==> src/verilog/ccv_defs.svh <==
// Offsets, field positions, reset values and masks of the
// capture/compare value block. Included by its bare name.
`ifndef CCV_DEFS_SVH
`define CCV_DEFS_SVH

// ==========================================================
// Register byte offsets
`define CCV_OFF_MODE_A       8'h18
`define CCV_OFF_MODE_B       8'h1C
`define CCV_OFF_CAPTURE_EN   8'h20
`define CCV_OFF_CH1_VALUE    8'h34
`define CCV_OFF_CH2_VALUE    8'h38
`define CCV_OFF_CH3_VALUE    8'h3C

// ==========================================================
// Reset values
`define CCV_VALUE_RESET      32'h0000_0000
`define CCV_MODE_RESET       32'h0000_0000
`define CCV_CAPEN_RESET      32'h0000_0000

// ==========================================================
// Field positions
`define CCV_A_CH1_INPUT      0
`define CCV_A_CH1_PRELOAD    3
`define CCV_A_CH2_INPUT      8
`define CCV_A_CH2_PRELOAD    11
`define CCV_B_CH3_INPUT      0
`define CCV_B_CH3_PRELOAD    3
`define CCV_CAPEN_CH1        0
`define CCV_CAPEN_CH2        4
`define CCV_CAPEN_CH3        8

// ==========================================================
// Implemented-bit masks
`define CCV_MODE_A_MASK      32'h0000_0909
`define CCV_MODE_B_MASK      32'h0000_0009
`define CCV_CAPEN_MASK       32'h0000_0111
`define CCV_NARROW_MASK      32'h0000_FFFF
`define CCV_WIDE_MASK        32'hFFFF_FFFF

`endif

==> src/verilog/ccv_pkg.sv <==
// Types shared by the capture/compare value block.
// Assumes nothing of its surroundings.
package ccv_pkg;

    // ======================================================
    // Per-channel configuration carrier
    typedef struct packed {
        logic is_input;
        logic preload_en;
        logic capture_en;
    } chan_cfg_t;

endpackage : ccv_pkg

==> src/verilog/ccv_channel.sv <==
// One capture/compare channel: preload, active compare value
// and match output. Assumes counter and events synchronous to
// pclk, each event a one-cycle pulse.
`timescale 1ns/1ps
`default_nettype none
`include "ccv_defs.svh"

module ccv_channel #(
    parameter logic [31:0] VALUE_MASK = `CCV_WIDE_MASK
) (
    input  wire logic              pclk,
    input  wire logic              presetn,
    input  wire ccv_pkg::chan_cfg_t cfg,
    input  wire logic              sw_write,
    input  wire logic [31:0]       wdata,
    input  wire logic              update_event,
    input  wire logic              capture_event,
    input  wire logic [31:0]       timer_counter,
    output logic      [31:0]       value,
    output logic                   compare_out
);

    logic [31:0] preload_r;
    logic [31:0] preload_nxt;
    logic [31:0] active_r;
    logic [31:0] active_nxt;
    logic        match_r;
    logic        match_nxt;
    logic [31:0] cnt_m;

    assign cnt_m = timer_counter & VALUE_MASK;

    // ======================================================
    // Next state
    always_comb begin
        preload_nxt = preload_r;
        active_nxt  = active_r;
        match_nxt   = (cnt_m == active_r);
        if (cfg.is_input) begin
            // Writes are dropped here so a capture is kept
            if (capture_event && cfg.capture_en) begin
                preload_nxt = cnt_m;
            end
        end else begin
            if (update_event && cfg.preload_en) begin
                active_nxt = preload_r;
            end
            if (sw_write) begin
                preload_nxt = wdata & VALUE_MASK;
                if (!cfg.preload_en) begin
                    active_nxt = wdata & VALUE_MASK;
                end
            end
        end
    end

    always_ff @(posedge pclk or negedge presetn) begin
        if (!presetn) begin
            preload_r <= `CCV_VALUE_RESET;
            active_r  <= `CCV_VALUE_RESET;
            match_r   <= 1'b0;
        end else begin
            preload_r <= preload_nxt;
            active_r  <= active_nxt;
            match_r   <= match_nxt;
        end
    end

    assign value       = preload_r;
    assign compare_out = match_r;

    // ======================================================
    // Checks
    chk_direct_load: assert property (
        @(posedge pclk) disable iff (!presetn)
        (sw_write && !cfg.is_input && !cfg.preload_en)
        |=> (active_r == ($past(wdata) & VALUE_MASK)))
        else $error("direct write did not reach active value");

    chk_update_xfer: assert property (
        @(posedge pclk) disable iff (!presetn)
        (update_event && cfg.preload_en && !cfg.is_input)
        |=> (active_r == $past(preload_r)))
        else $error("update did not move preload to active");

    chk_preload_hold: assert property (
        @(posedge pclk) disable iff (!presetn)
        (cfg.preload_en && !update_event)
        |=> $stable(active_r))
        else $error("active value moved without update");

    // Starts only from edges seen out of reset: the match flop is
    // still held clear at the edge on which reset is released
    chk_match_out: assert property (
        @(posedge pclk) disable iff (!presetn)
        presetn |=> (compare_out ==
                  ($past(cnt_m) == $past(active_r))))
        else $error("compare output wrong");

    chk_capture_latch: assert property (
        @(posedge pclk) disable iff (!presetn)
        (cfg.is_input && cfg.capture_en && capture_event)
        |=> (value == $past(cnt_m)))
        else $error("capture did not latch counter");

    chk_capture_gate: assert property (
        @(posedge pclk) disable iff (!presetn)
        (cfg.is_input && !(cfg.capture_en && capture_event))
        |=> $stable(value))
        else $error("input value changed without capture");

    chk_upper_zero: assert property (
        @(posedge pclk) disable iff (!presetn)
        ((value & ~VALUE_MASK) == 32'h0000_0000) &&
        ((active_r & ~VALUE_MASK) == 32'h0000_0000))
        else $error("unimplemented upper bits set");

endmodule : ccv_channel
`default_nettype wire

==> src/verilog/capture_compare_value_regs.sv <==
// Capture/compare value registers of timer channels 1 to 3,
// reached over APB, with the mode and capture-enable bits.
// Assumes counter, update and capture events synchronous to
// pclk; events are one-cycle pulses.
//
// Behaviour
// - Output mode: software write loads the preload value.
// - Preload disabled: written value goes straight to active compare.
// - Preload enabled: preload moves to active only on update event.
// - Active value compared with counter, match shown on channel output.
// - Input mode: register holds counter latched at last capture.
// - Preloads of ch1, ch2 from mode reg a; ch3 from mode reg b.
// - Upper half exists only on the wide instance.
// - All value registers reset to zero.
// - Capture latches only while the channel capture enable is set.
`timescale 1ns/1ps
`default_nettype none
`include "ccv_defs.svh"

module capture_compare_value_regs #(
    parameter bit WIDE_INSTANCE = 1'b1
) (
    input  wire logic        pclk,
    input  wire logic        presetn,
    input  wire logic        psel,
    input  wire logic        penable,
    input  wire logic        pwrite,
    input  wire logic [7:0]  paddr,
    input  wire logic [31:0] pwdata,
    output logic      [31:0] prdata,
    output logic             pready,
    output logic             pslverr,
    input  wire logic [31:0] timer_counter,
    input  wire logic        update_event,
    input  wire logic        ch1_capture_event,
    input  wire logic        ch2_capture_event,
    input  wire logic        ch3_capture_event,
    output logic             ch1_compare_out,
    output logic             ch2_compare_out,
    output logic             ch3_compare_out
);

    localparam logic [31:0] VALUE_MASK =
        WIDE_INSTANCE ? `CCV_WIDE_MASK : `CCV_NARROW_MASK;

    // ======================================================
    // APB slave state
    logic [31:0] prdata_r;
    logic [31:0] prdata_nxt;
    logic        pready_r;
    logic        pready_nxt;
    logic        pslverr_r;
    logic        pslverr_nxt;
    logic [31:0] mode_a_r;
    logic [31:0] mode_a_nxt;
    logic [31:0] mode_b_r;
    logic [31:0] mode_b_nxt;
    logic [31:0] capen_r;
    logic [31:0] capen_nxt;

    logic        setup;
    logic        access_done;
    logic        wr_done;
    logic        hit;
    logic [31:0] rd_mux;
    logic [2:0]  wr_ch;
    logic [2:0]  cap_ev;
    logic [2:0]  cmp;
    logic [31:0] value [3];
    ccv_pkg::chan_cfg_t cfg [3];

    assign setup       = psel && !penable;
    // Only a completed access phase writes
    assign access_done = psel && penable && pready_r;
    assign wr_done     = access_done && pwrite;
    assign cap_ev      = {ch3_capture_event, ch2_capture_event,
                          ch1_capture_event};

    // ======================================================
    // Address decode and read mux
    always_comb begin
        hit    = 1'b1;
        rd_mux = 32'h0000_0000;
        case (paddr)
            `CCV_OFF_MODE_A:     rd_mux = mode_a_r;
            `CCV_OFF_MODE_B:     rd_mux = mode_b_r;
            `CCV_OFF_CAPTURE_EN: rd_mux = capen_r;
            `CCV_OFF_CH1_VALUE:  rd_mux = value[0];
            `CCV_OFF_CH2_VALUE:  rd_mux = value[1];
            `CCV_OFF_CH3_VALUE:  rd_mux = value[2];
            default:             hit    = 1'b0;
        endcase
    end

    always_comb begin
        wr_ch[0] = wr_done && (paddr == `CCV_OFF_CH1_VALUE);
        wr_ch[1] = wr_done && (paddr == `CCV_OFF_CH2_VALUE);
        wr_ch[2] = wr_done && (paddr == `CCV_OFF_CH3_VALUE);
    end

    // ======================================================
    // Bus answer and control registers
    always_comb begin
        prdata_nxt  = prdata_r;
        pslverr_nxt = pslverr_r;
        pready_nxt  = setup;
        mode_a_nxt  = mode_a_r;
        mode_b_nxt  = mode_b_r;
        capen_nxt   = capen_r;
        if (setup) begin
            // Read data sampled in setup: one cycle older than
            // the completing edge, a capture in between is missed
            prdata_nxt  = pwrite ? 32'h0000_0000 : rd_mux;
            pslverr_nxt = !hit;
        end else if (access_done) begin
            pslverr_nxt = 1'b0;
        end
        if (wr_done) begin
            case (paddr)
                `CCV_OFF_MODE_A:
                    mode_a_nxt = pwdata & `CCV_MODE_A_MASK;
                `CCV_OFF_MODE_B:
                    mode_b_nxt = pwdata & `CCV_MODE_B_MASK;
                `CCV_OFF_CAPTURE_EN:
                    capen_nxt = pwdata & `CCV_CAPEN_MASK;
                default: begin
                end
            endcase
        end
    end

    always_ff @(posedge pclk or negedge presetn) begin
        if (!presetn) begin
            prdata_r  <= 32'h0000_0000;
            pready_r  <= 1'b0;
            pslverr_r <= 1'b0;
            mode_a_r  <= `CCV_MODE_RESET;
            mode_b_r  <= `CCV_MODE_RESET;
            capen_r   <= `CCV_CAPEN_RESET;
        end else begin
            prdata_r  <= prdata_nxt;
            pready_r  <= pready_nxt;
            pslverr_r <= pslverr_nxt;
            mode_a_r  <= mode_a_nxt;
            mode_b_r  <= mode_b_nxt;
            capen_r   <= capen_nxt;
        end
    end

    assign prdata  = prdata_r;
    assign pready  = pready_r;
    assign pslverr = pslverr_r;

    // ======================================================
    // Channel configuration
    always_comb begin
        cfg[0].is_input   = mode_a_r[`CCV_A_CH1_INPUT];
        cfg[0].preload_en = mode_a_r[`CCV_A_CH1_PRELOAD];
        cfg[0].capture_en = capen_r[`CCV_CAPEN_CH1];
        cfg[1].is_input   = mode_a_r[`CCV_A_CH2_INPUT];
        cfg[1].preload_en = mode_a_r[`CCV_A_CH2_PRELOAD];
        cfg[1].capture_en = capen_r[`CCV_CAPEN_CH2];
        cfg[2].is_input   = mode_b_r[`CCV_B_CH3_INPUT];
        cfg[2].preload_en = mode_b_r[`CCV_B_CH3_PRELOAD];
        cfg[2].capture_en = capen_r[`CCV_CAPEN_CH3];
    end

    // ======================================================
    // Channels
    for (genvar i = 0; i < 3; i++) begin : g_ch
        ccv_channel #(
            .VALUE_MASK (VALUE_MASK)
        ) u_ch (
            .pclk          (pclk),
            .presetn       (presetn),
            .cfg           (cfg[i]),
            .sw_write      (wr_ch[i]),
            .wdata         (pwdata),
            .update_event  (update_event),
            .capture_event (cap_ev[i]),
            .timer_counter (timer_counter),
            .value         (value[i]),
            .compare_out   (cmp[i])
        );
    end

    assign ch1_compare_out = cmp[0];
    assign ch2_compare_out = cmp[1];
    assign ch3_compare_out = cmp[2];

    // ======================================================
    // Checks
    chk_apb_ready: assert property (
        @(posedge pclk) disable iff (!presetn)
        setup |=> (pready && !$past(pready)))
        else $error("pready not one cycle after setup");

    chk_unmapped_err: assert property (
        @(posedge pclk) disable iff (!presetn)
        (setup && !hit) |=> pslverr)
        else $error("unmapped access without error");

    chk_write_lands: assert property (
        @(posedge pclk) disable iff (!presetn)
        (wr_done && paddr == `CCV_OFF_CH1_VALUE &&
         !cfg[0].is_input)
        |=> (value[0] == ($past(pwdata) & VALUE_MASK)))
        else $error("ch1 write did not load preload value");

    chk_input_ro: assert property (
        @(posedge pclk) disable iff (!presetn)
        (wr_done && paddr == `CCV_OFF_CH2_VALUE &&
         cfg[1].is_input && !cap_ev[1])
        |=> $stable(value[1]))
        else $error("write changed input-mode value");

    chk_mode_source: assert property (
        @(posedge pclk) disable iff (!presetn)
        (wr_done && paddr == `CCV_OFF_MODE_B)
        |=> (cfg[2].preload_en ==
             $past(pwdata[`CCV_B_CH3_PRELOAD])))
        else $error("ch3 preload not from mode reg b");

    chk_reset_value: assert property (
        @(posedge pclk) disable iff (!presetn)
        $rose(presetn) |-> (value[0] == `CCV_VALUE_RESET &&
                            value[1] == `CCV_VALUE_RESET &&
                            value[2] == `CCV_VALUE_RESET))
        else $error("value register not zero after reset");

endmodule : capture_compare_value_regs
`default_nettype wire

==> config.mk <==
export PLATFORM = sky130hd
export DESIGN_NAME = capture_compare_value_regs
export DESIGN_NICKNAME = d
export VERILOG_FILES = /design/src/verilog/ccv_pkg.sv /design/src/verilog/ccv_channel.sv /design/src/verilog/capture_compare_value_regs.sv
export VERILOG_INCLUDE_DIRS = /design/src /design/src/verilog
export SDC_FILE = /design/constraint.sdc
export NUM_CORES = 1
export LEC_CHECK = 0
export BUFFER_PORTS_ARGS = -buffer_cell sky130_fd_sc_hd__buf_2
export CORE_AREA = 2 2 114 199
export CTS_CLUSTER_SIZE = 12
export DETAILED_ROUTE_END_ITERATION = 8
export DIE_AREA = 0 0 116 201
export MAX_ROUTING_LAYER = met4
export PLACE_DENSITY = 0.79
export SETUP_SLACK_MARGIN = 0.3
export SYNTH_ARGS = -nofsm -noshare
export SYNTH_HDL_FRONTEND = slang
export SYNTH_SLANG_ARGS = --single-unit
==> constraint.sdc <==
create_clock -name pclk -period 2.38 [get_ports pclk]
set_clock_uncertainty 0.2 [all_clocks]
set_input_delay 0.714 -clock pclk [delete_from_list [all_inputs] [get_ports pclk]]
set_output_delay 0.714 -clock pclk [all_outputs]
set_load 0.05 [all_outputs]
# Yosys cells after proc, flatten, opt, wreduce, memory -nomap -nowiden
# Index checks and enable logic that the tools add are counted.
[totals]
wordCells = 76
in_bits = 81
output_inout_bits = 37
ff_bits = 238
[classes]
n_eq_ne = 12
mux = 23
n_reduce_logical = 26
[op_table]
columns = ["operator", "n"]
rows = [
  ["32-bit two-way mux", 19],
  ["32-bit one-hot mux with 6 select lines", 1],
  ["32-bit equality test", 3],
  ["8-bit by 6-bit equality test with 1-bit output (second input constant)", 4],
  ["8-bit by 5-bit equality test with 1-bit output (second input constant)", 2],
  ["1-bit logical AND", 13],
  ["2-bit AND reduction", 6],
  ["2-bit nonzero test", 4],
  ["2-bit by 1-bit != test with 1-bit output (second input constant)", 3],
  ["6-bit OR reduction", 1],
  ["1-bit two-way mux", 3],
  ["1-bit logical NOT", 2],
]

# Logic depth before layout (Yosys ltp)
[depth]
depth_word = 6
ltp_mapped = 7
mapped_depth_nobuf = 4

# Hierarchy
# Synthesis repeated with hierarchy kept, for this count alone.
[hier_totals]
cells_unflattened = 1228
hier_area_um2 = 12673.4
[modules_own_cells]
columns = ["module", "cells_each", "n_inst", "area_each_um2"]
rows = [
  ["ccv_channel", 326, 3, 3384.5],
  ["capture_compare_value_regs", 250, 1, 2519.9],
]

# Worst setup path before layout
# Ideal clock, no wire load.
[synth_timing]
kind = "input to register"
from = "input port paddr[2]"
to = "register g_ch[1].u_ch.preload_r[10]"
arrival_ns = 2.174
path_buffers = 2
setup_time_ns = 0.125
cell_stages = 5
setup_slack_ns = -0.119
cell_sequence = "buf_2 -> or4b_4 -> o31a_1 -> buf_6 -> mux2_4"
[synth_between]
elab_chain_cells = 4
[synth_lines]
columns = ["item", "line", "source"]
rows = [
  ["start: declaration", "capture_compare_value_regs.sv:28", "input wire logic [7:0] paddr,"],
  ["8-bit by 6-bit equality test with 1-bit output", "n/a", ""],
  ["1-bit logical AND", "capture_compare_value_regs.sv:97", "wr_ch[1] = wr_done && (paddr == `CCV_OFF_CH2_VALUE);"],
  ["2-bit nonzero test (no line)", "n/a", ""],
  ["2-bit AND reduction (no line)", "n/a", ""],
  ["end signal: assignment", "ccv_channel.sv:59", "preload_r <= `CCV_VALUE_RESET;"],
  ["end signal: assignment", "ccv_channel.sv:63", "preload_r <= preload_nxt;"],
  ["end: declaration", "ccv_channel.sv:23", "logic [31:0] preload_r;"],
]
# Every way passes these cells.
# A chain may end at the register's enable or synchronous reset.

# Worst setup path after layout
[layout_timing]
from = "input port paddr[1]"
to = "register g_ch[1].u_ch.preload_r[19]"
# The elaborated chain is that of the path after synthesis.

==> out/results.ini <==
[place]
pre_cts_slack_ps = -284.7
detailed_place_hpwl_um = 26170
gp_congestion = 0.9375
port_bufs = 117
detailed_place.area_um2 = 14150

[layout]
nets = 1252
post_layout_util_pct = 68.57
most-common-layout-cells = sky130_fd_sc_hd__dfrtp_1 (238), sky130_fd_sc_hd__mux2_2 (166), sky130_fd_sc_hd__xor2_1 (96), sky130_fd_sc_hd__buf_2 (89)
drive_above_1_share_pct = 42.57
postLayoutCellArea_um2 = 14950
layout-area-overhead-vs-synth_pct = 16.94
layout.cells.most_common = sky130_fd_sc_hd__dfrtp_1

[grt]
grt_start_max_net_pins = 62
grt_pass1_vias = 9964
grt_use_total_pct = 34.28
grt_first_pass_wirelength_um = 58990
grt-ovfl-total = 0
number_of_antenna_violations_at_the_first_check_in_global_routing = 0

[worst_setup_path]
setup.worst_path.start = paddr[1]
ff2ff_setup_slack_ps = 400
cp.required_ps = 2590
critical_path.max_fanout = 17
setup.worst_path.end_class = flip-flop
critical_path.startpoint_type = primary input
arrival_ps = 2280
r2r-start = pready$_DFF_PN0_
timing.setup.critical_path_class = primary input to flip-flop

[run_status]
outcome = completed

[route]
wirelength_um = 37900
drt_iter0_drc = 732
final_antenna_net_count = 0
detailedRoute.firstPassIterationCount = 5
via_count = 9557
detail_route.vias_per_cell = 6.484
remaining_drc_errors = 0
wl_per_cell_um = 25.71

[sta]
setup_violations = 0
totalNegativeSetupSlack_ps = 0
post-route-period-util_pct = 87.01
fin_worst_hold_slack_ps = 285.0
unrepaired_setup_endpoints_after_global_routing = true
worst_slack_ps = 309.3
timing.max_slew.rel_slack_pct = 65.55
hold_viol = 0
maxClockFrequency_mhz = 482.9
finalMaxSlewViolations = 0
post-route-min-period_ps = 2071
max_slew.worst_pin.slew_ps = 512.0

[cts]
tritoncts = done
cts_sinks = 238
cts_max_path_buffers = 3
clock_tree.root_cell = sky130_fd_sc_hd__clkbuf_16
worst_setup_hold_path_clk_slew_ps = 60
cts_made_buffers = 24
clock_latency_ps = 530
clock_tree.htree_level_count = 1

[synthesis]
synth_compound_area_share_pct = 13.68
dominant_register_cell_in_the_synthesized_netlist = sky130_fd_sc_hd__dfrtp_1
synth_xor_xnor_area_share_pct = 6.578
syn_inst = 1057
synth_fa_ha_area_share_pct = 0
synth.avg_cell_area_um2 = 12.09
synth_seq_cells = 238
number_of_enable_flip_flop_cells_after_synthesis = 0
synthesis.area_um2 = 12780
ys_async_rst_share_pct = 100.0
synthesis.nets = 1138
synth.distinct_cells = 47
synth_simple_gate_area_share_pct = 7.655
synth.yosys.seq_area_share_pct = 46.59
yosys-mux-area-fraction_pct = 21.25
ys_warn_count = 0
dominant_combinational_cell_family_by_area_after_synthesis = multiplexers

[floorplan]
row_count = 72
die_width_um = 116
initial_core_util_pct = 58.63
die-area_um2 = 23320
boundaryPins = 118
core_area_um2 = 21800
die_y_um = 201

[min_path]
hold_path_startpoint = pslverr$_DFFE_PN0P_
hp-class = flip-flop to flip-flop

[job]
maxCapViolCount = 0

[pwr]
power.static_leakage_nw = 7.481
vdd_ir_drop_max_uv = 501.8
p_per_area_nw_per_um2 = 583.3

path summary, 6_finish.rpt:
path,to,depth (start not counted)
worst max-delay path,g_ch[1].u_ch.value[19]$_DFFE_PN0P_,5
worst min-delay path,pslverr$_DFFE_PN0P_,2
worst max register to register,g_ch[1].u_ch.value[19]$_DFFE_PN0P_,5
worst min register to register,pslverr$_DFFE_PN0P_,2
max in group asynchronous,g_ch[0].u_ch.value[28]$_DFFE_PN0P_,3
min in group asynchronous,g_ch[2].u_ch.active_r[12]$_DFFE_PN0N_,2
state kept, by name (all words and copies together) (netlist names):
name                   flops
capen_r                    3
g_ch.u_ch.active_r        96
g_ch.u_ch.compare_out      3
g_ch.u_ch.value           96
mode_a_r                   4
mode_b_r                   2
prdata                    32
pready                     1
pslverr                    1
kinds of logic after synthesis:
family	Yosys count
XOR/XNOR	96
multiplexers	235
flip-flops	238
AND/OR/NAND/NOR	152
buffers and inverters	133
AO/OA/AOI/OAI	203
per-stage QoR:
step / instances / power [W]
after floorplan: 1057 / 0.004770
after global placement: 1440 / 0.005180
after detailed placement: 1440 / 0.005199
after CTS: 1473 / 0.008733
after global routing: 1473 / 0.008963
final: 1474 / 0.008719
what timing repair did:
item | 4_1_cts | 5_1_grt
endpoints found under the setup margin | 34 | 18
hold buffers | 1 | 0
hold endpoints to repair | 32 | 0
resized for setup | 14 | 16
buffers inserted | 0 | 0
per-layer routing:
| metal | part of all wire (%) | GRT usage, % | vias up |
|---|---|---|---|
| li1 | - | - | 4132 |
| met1 | 38 | 41.74 | 4887 |
| met2 | 51 | 55.74 | 418 |
| met3 | 5.6 | 4.106 | 120 |
| met4 | 5.9 | 17.39 | 0 |
| met5 | 0 | - | - |
cell usage after synthesis, types with 3 or more instances:
cell type                     n  area [um2]
sky130_fd_sc_hd__nor4_1      26       162.7
sky130_fd_sc_hd__o2bb2ai_1   27       236.5
sky130_fd_sc_hd__buf_2       16       80.08
sky130_fd_sc_hd__inv_1       31       116.4
sky130_fd_sc_hd__mux2_2     171        1926
sky130_fd_sc_hd__nand4_1     10       62.56
sky130_fd_sc_hd__a22o_1      31       271.5
sky130_fd_sc_hd__xor2_1      96       840.8
sky130_fd_sc_hd__buf_6        3       33.78
sky130_fd_sc_hd__nand3_1      6       30.03
sky130_fd_sc_hd__o21ai_0      5       25.02
sky130_fd_sc_hd__o22ai_1     28       175.2
sky130_fd_sc_hd__buf_1        8       30.03
sky130_fd_sc_hd__nand2_1      7       26.28
sky130_fd_sc_hd__mux2_4      30       450.4
sky130_fd_sc_hd__a41oi_1      3       26.28
sky130_fd_sc_hd__nand3b_1     4       30.03
sky130_fd_sc_hd__o221a_2     68       765.7
sky130_fd_sc_hd__mux2i_1     34       340.3
sky130_fd_sc_hd__nand2b_1    69       431.7
sky130_fd_sc_hd__clkbuf_1    75       281.5
sky130_fd_sc_hd__a21oi_1     29       145.1
sky130_fd_sc_hd__and3b_1      3       26.28
sky130_fd_sc_hd__nor2_1       9       33.78
sky130_fd_sc_hd__dfrtp_1    238        5956
power by group:
| group | internal [W] | switching (W) |
|---|---|---|
| Clock | 0.00204 | 0.00153 |
| Sequential | 0.00415 | 0.0000765 |
| Combinational | 0.000389 | 0.000529 |
| Total | 0.00658 | 0.00213 |
critical path, cell delays in order:
cell and delay [ps]:
sky130_fd_sc_hd__buf_2 130, sky130_fd_sc_hd__or4b_4 550, sky130_fd_sc_hd__o31a_2 370, sky130_fd_sc_hd__buf_12 190
sky130_fd_sc_hd__mux2_4 310
area by class of cell:
| type | instances | area, um2 |
|---|---|---|
| inverters | 31 | 116.4 |
| multi-input cells | 686 | 6386 |
| flip-flops and latches | 238 | 5956 |
| clock inverters | 2 | 35.03 |
| well taps | 296 | 370.4 |
| repair buffers | 190 | 1418 |
| clock buffers | 30 | 664.4 |
| fillers | 1661 | 6853 |
| diodes | 1 | 2.502 |
Power figures use the tool's default switching activity.
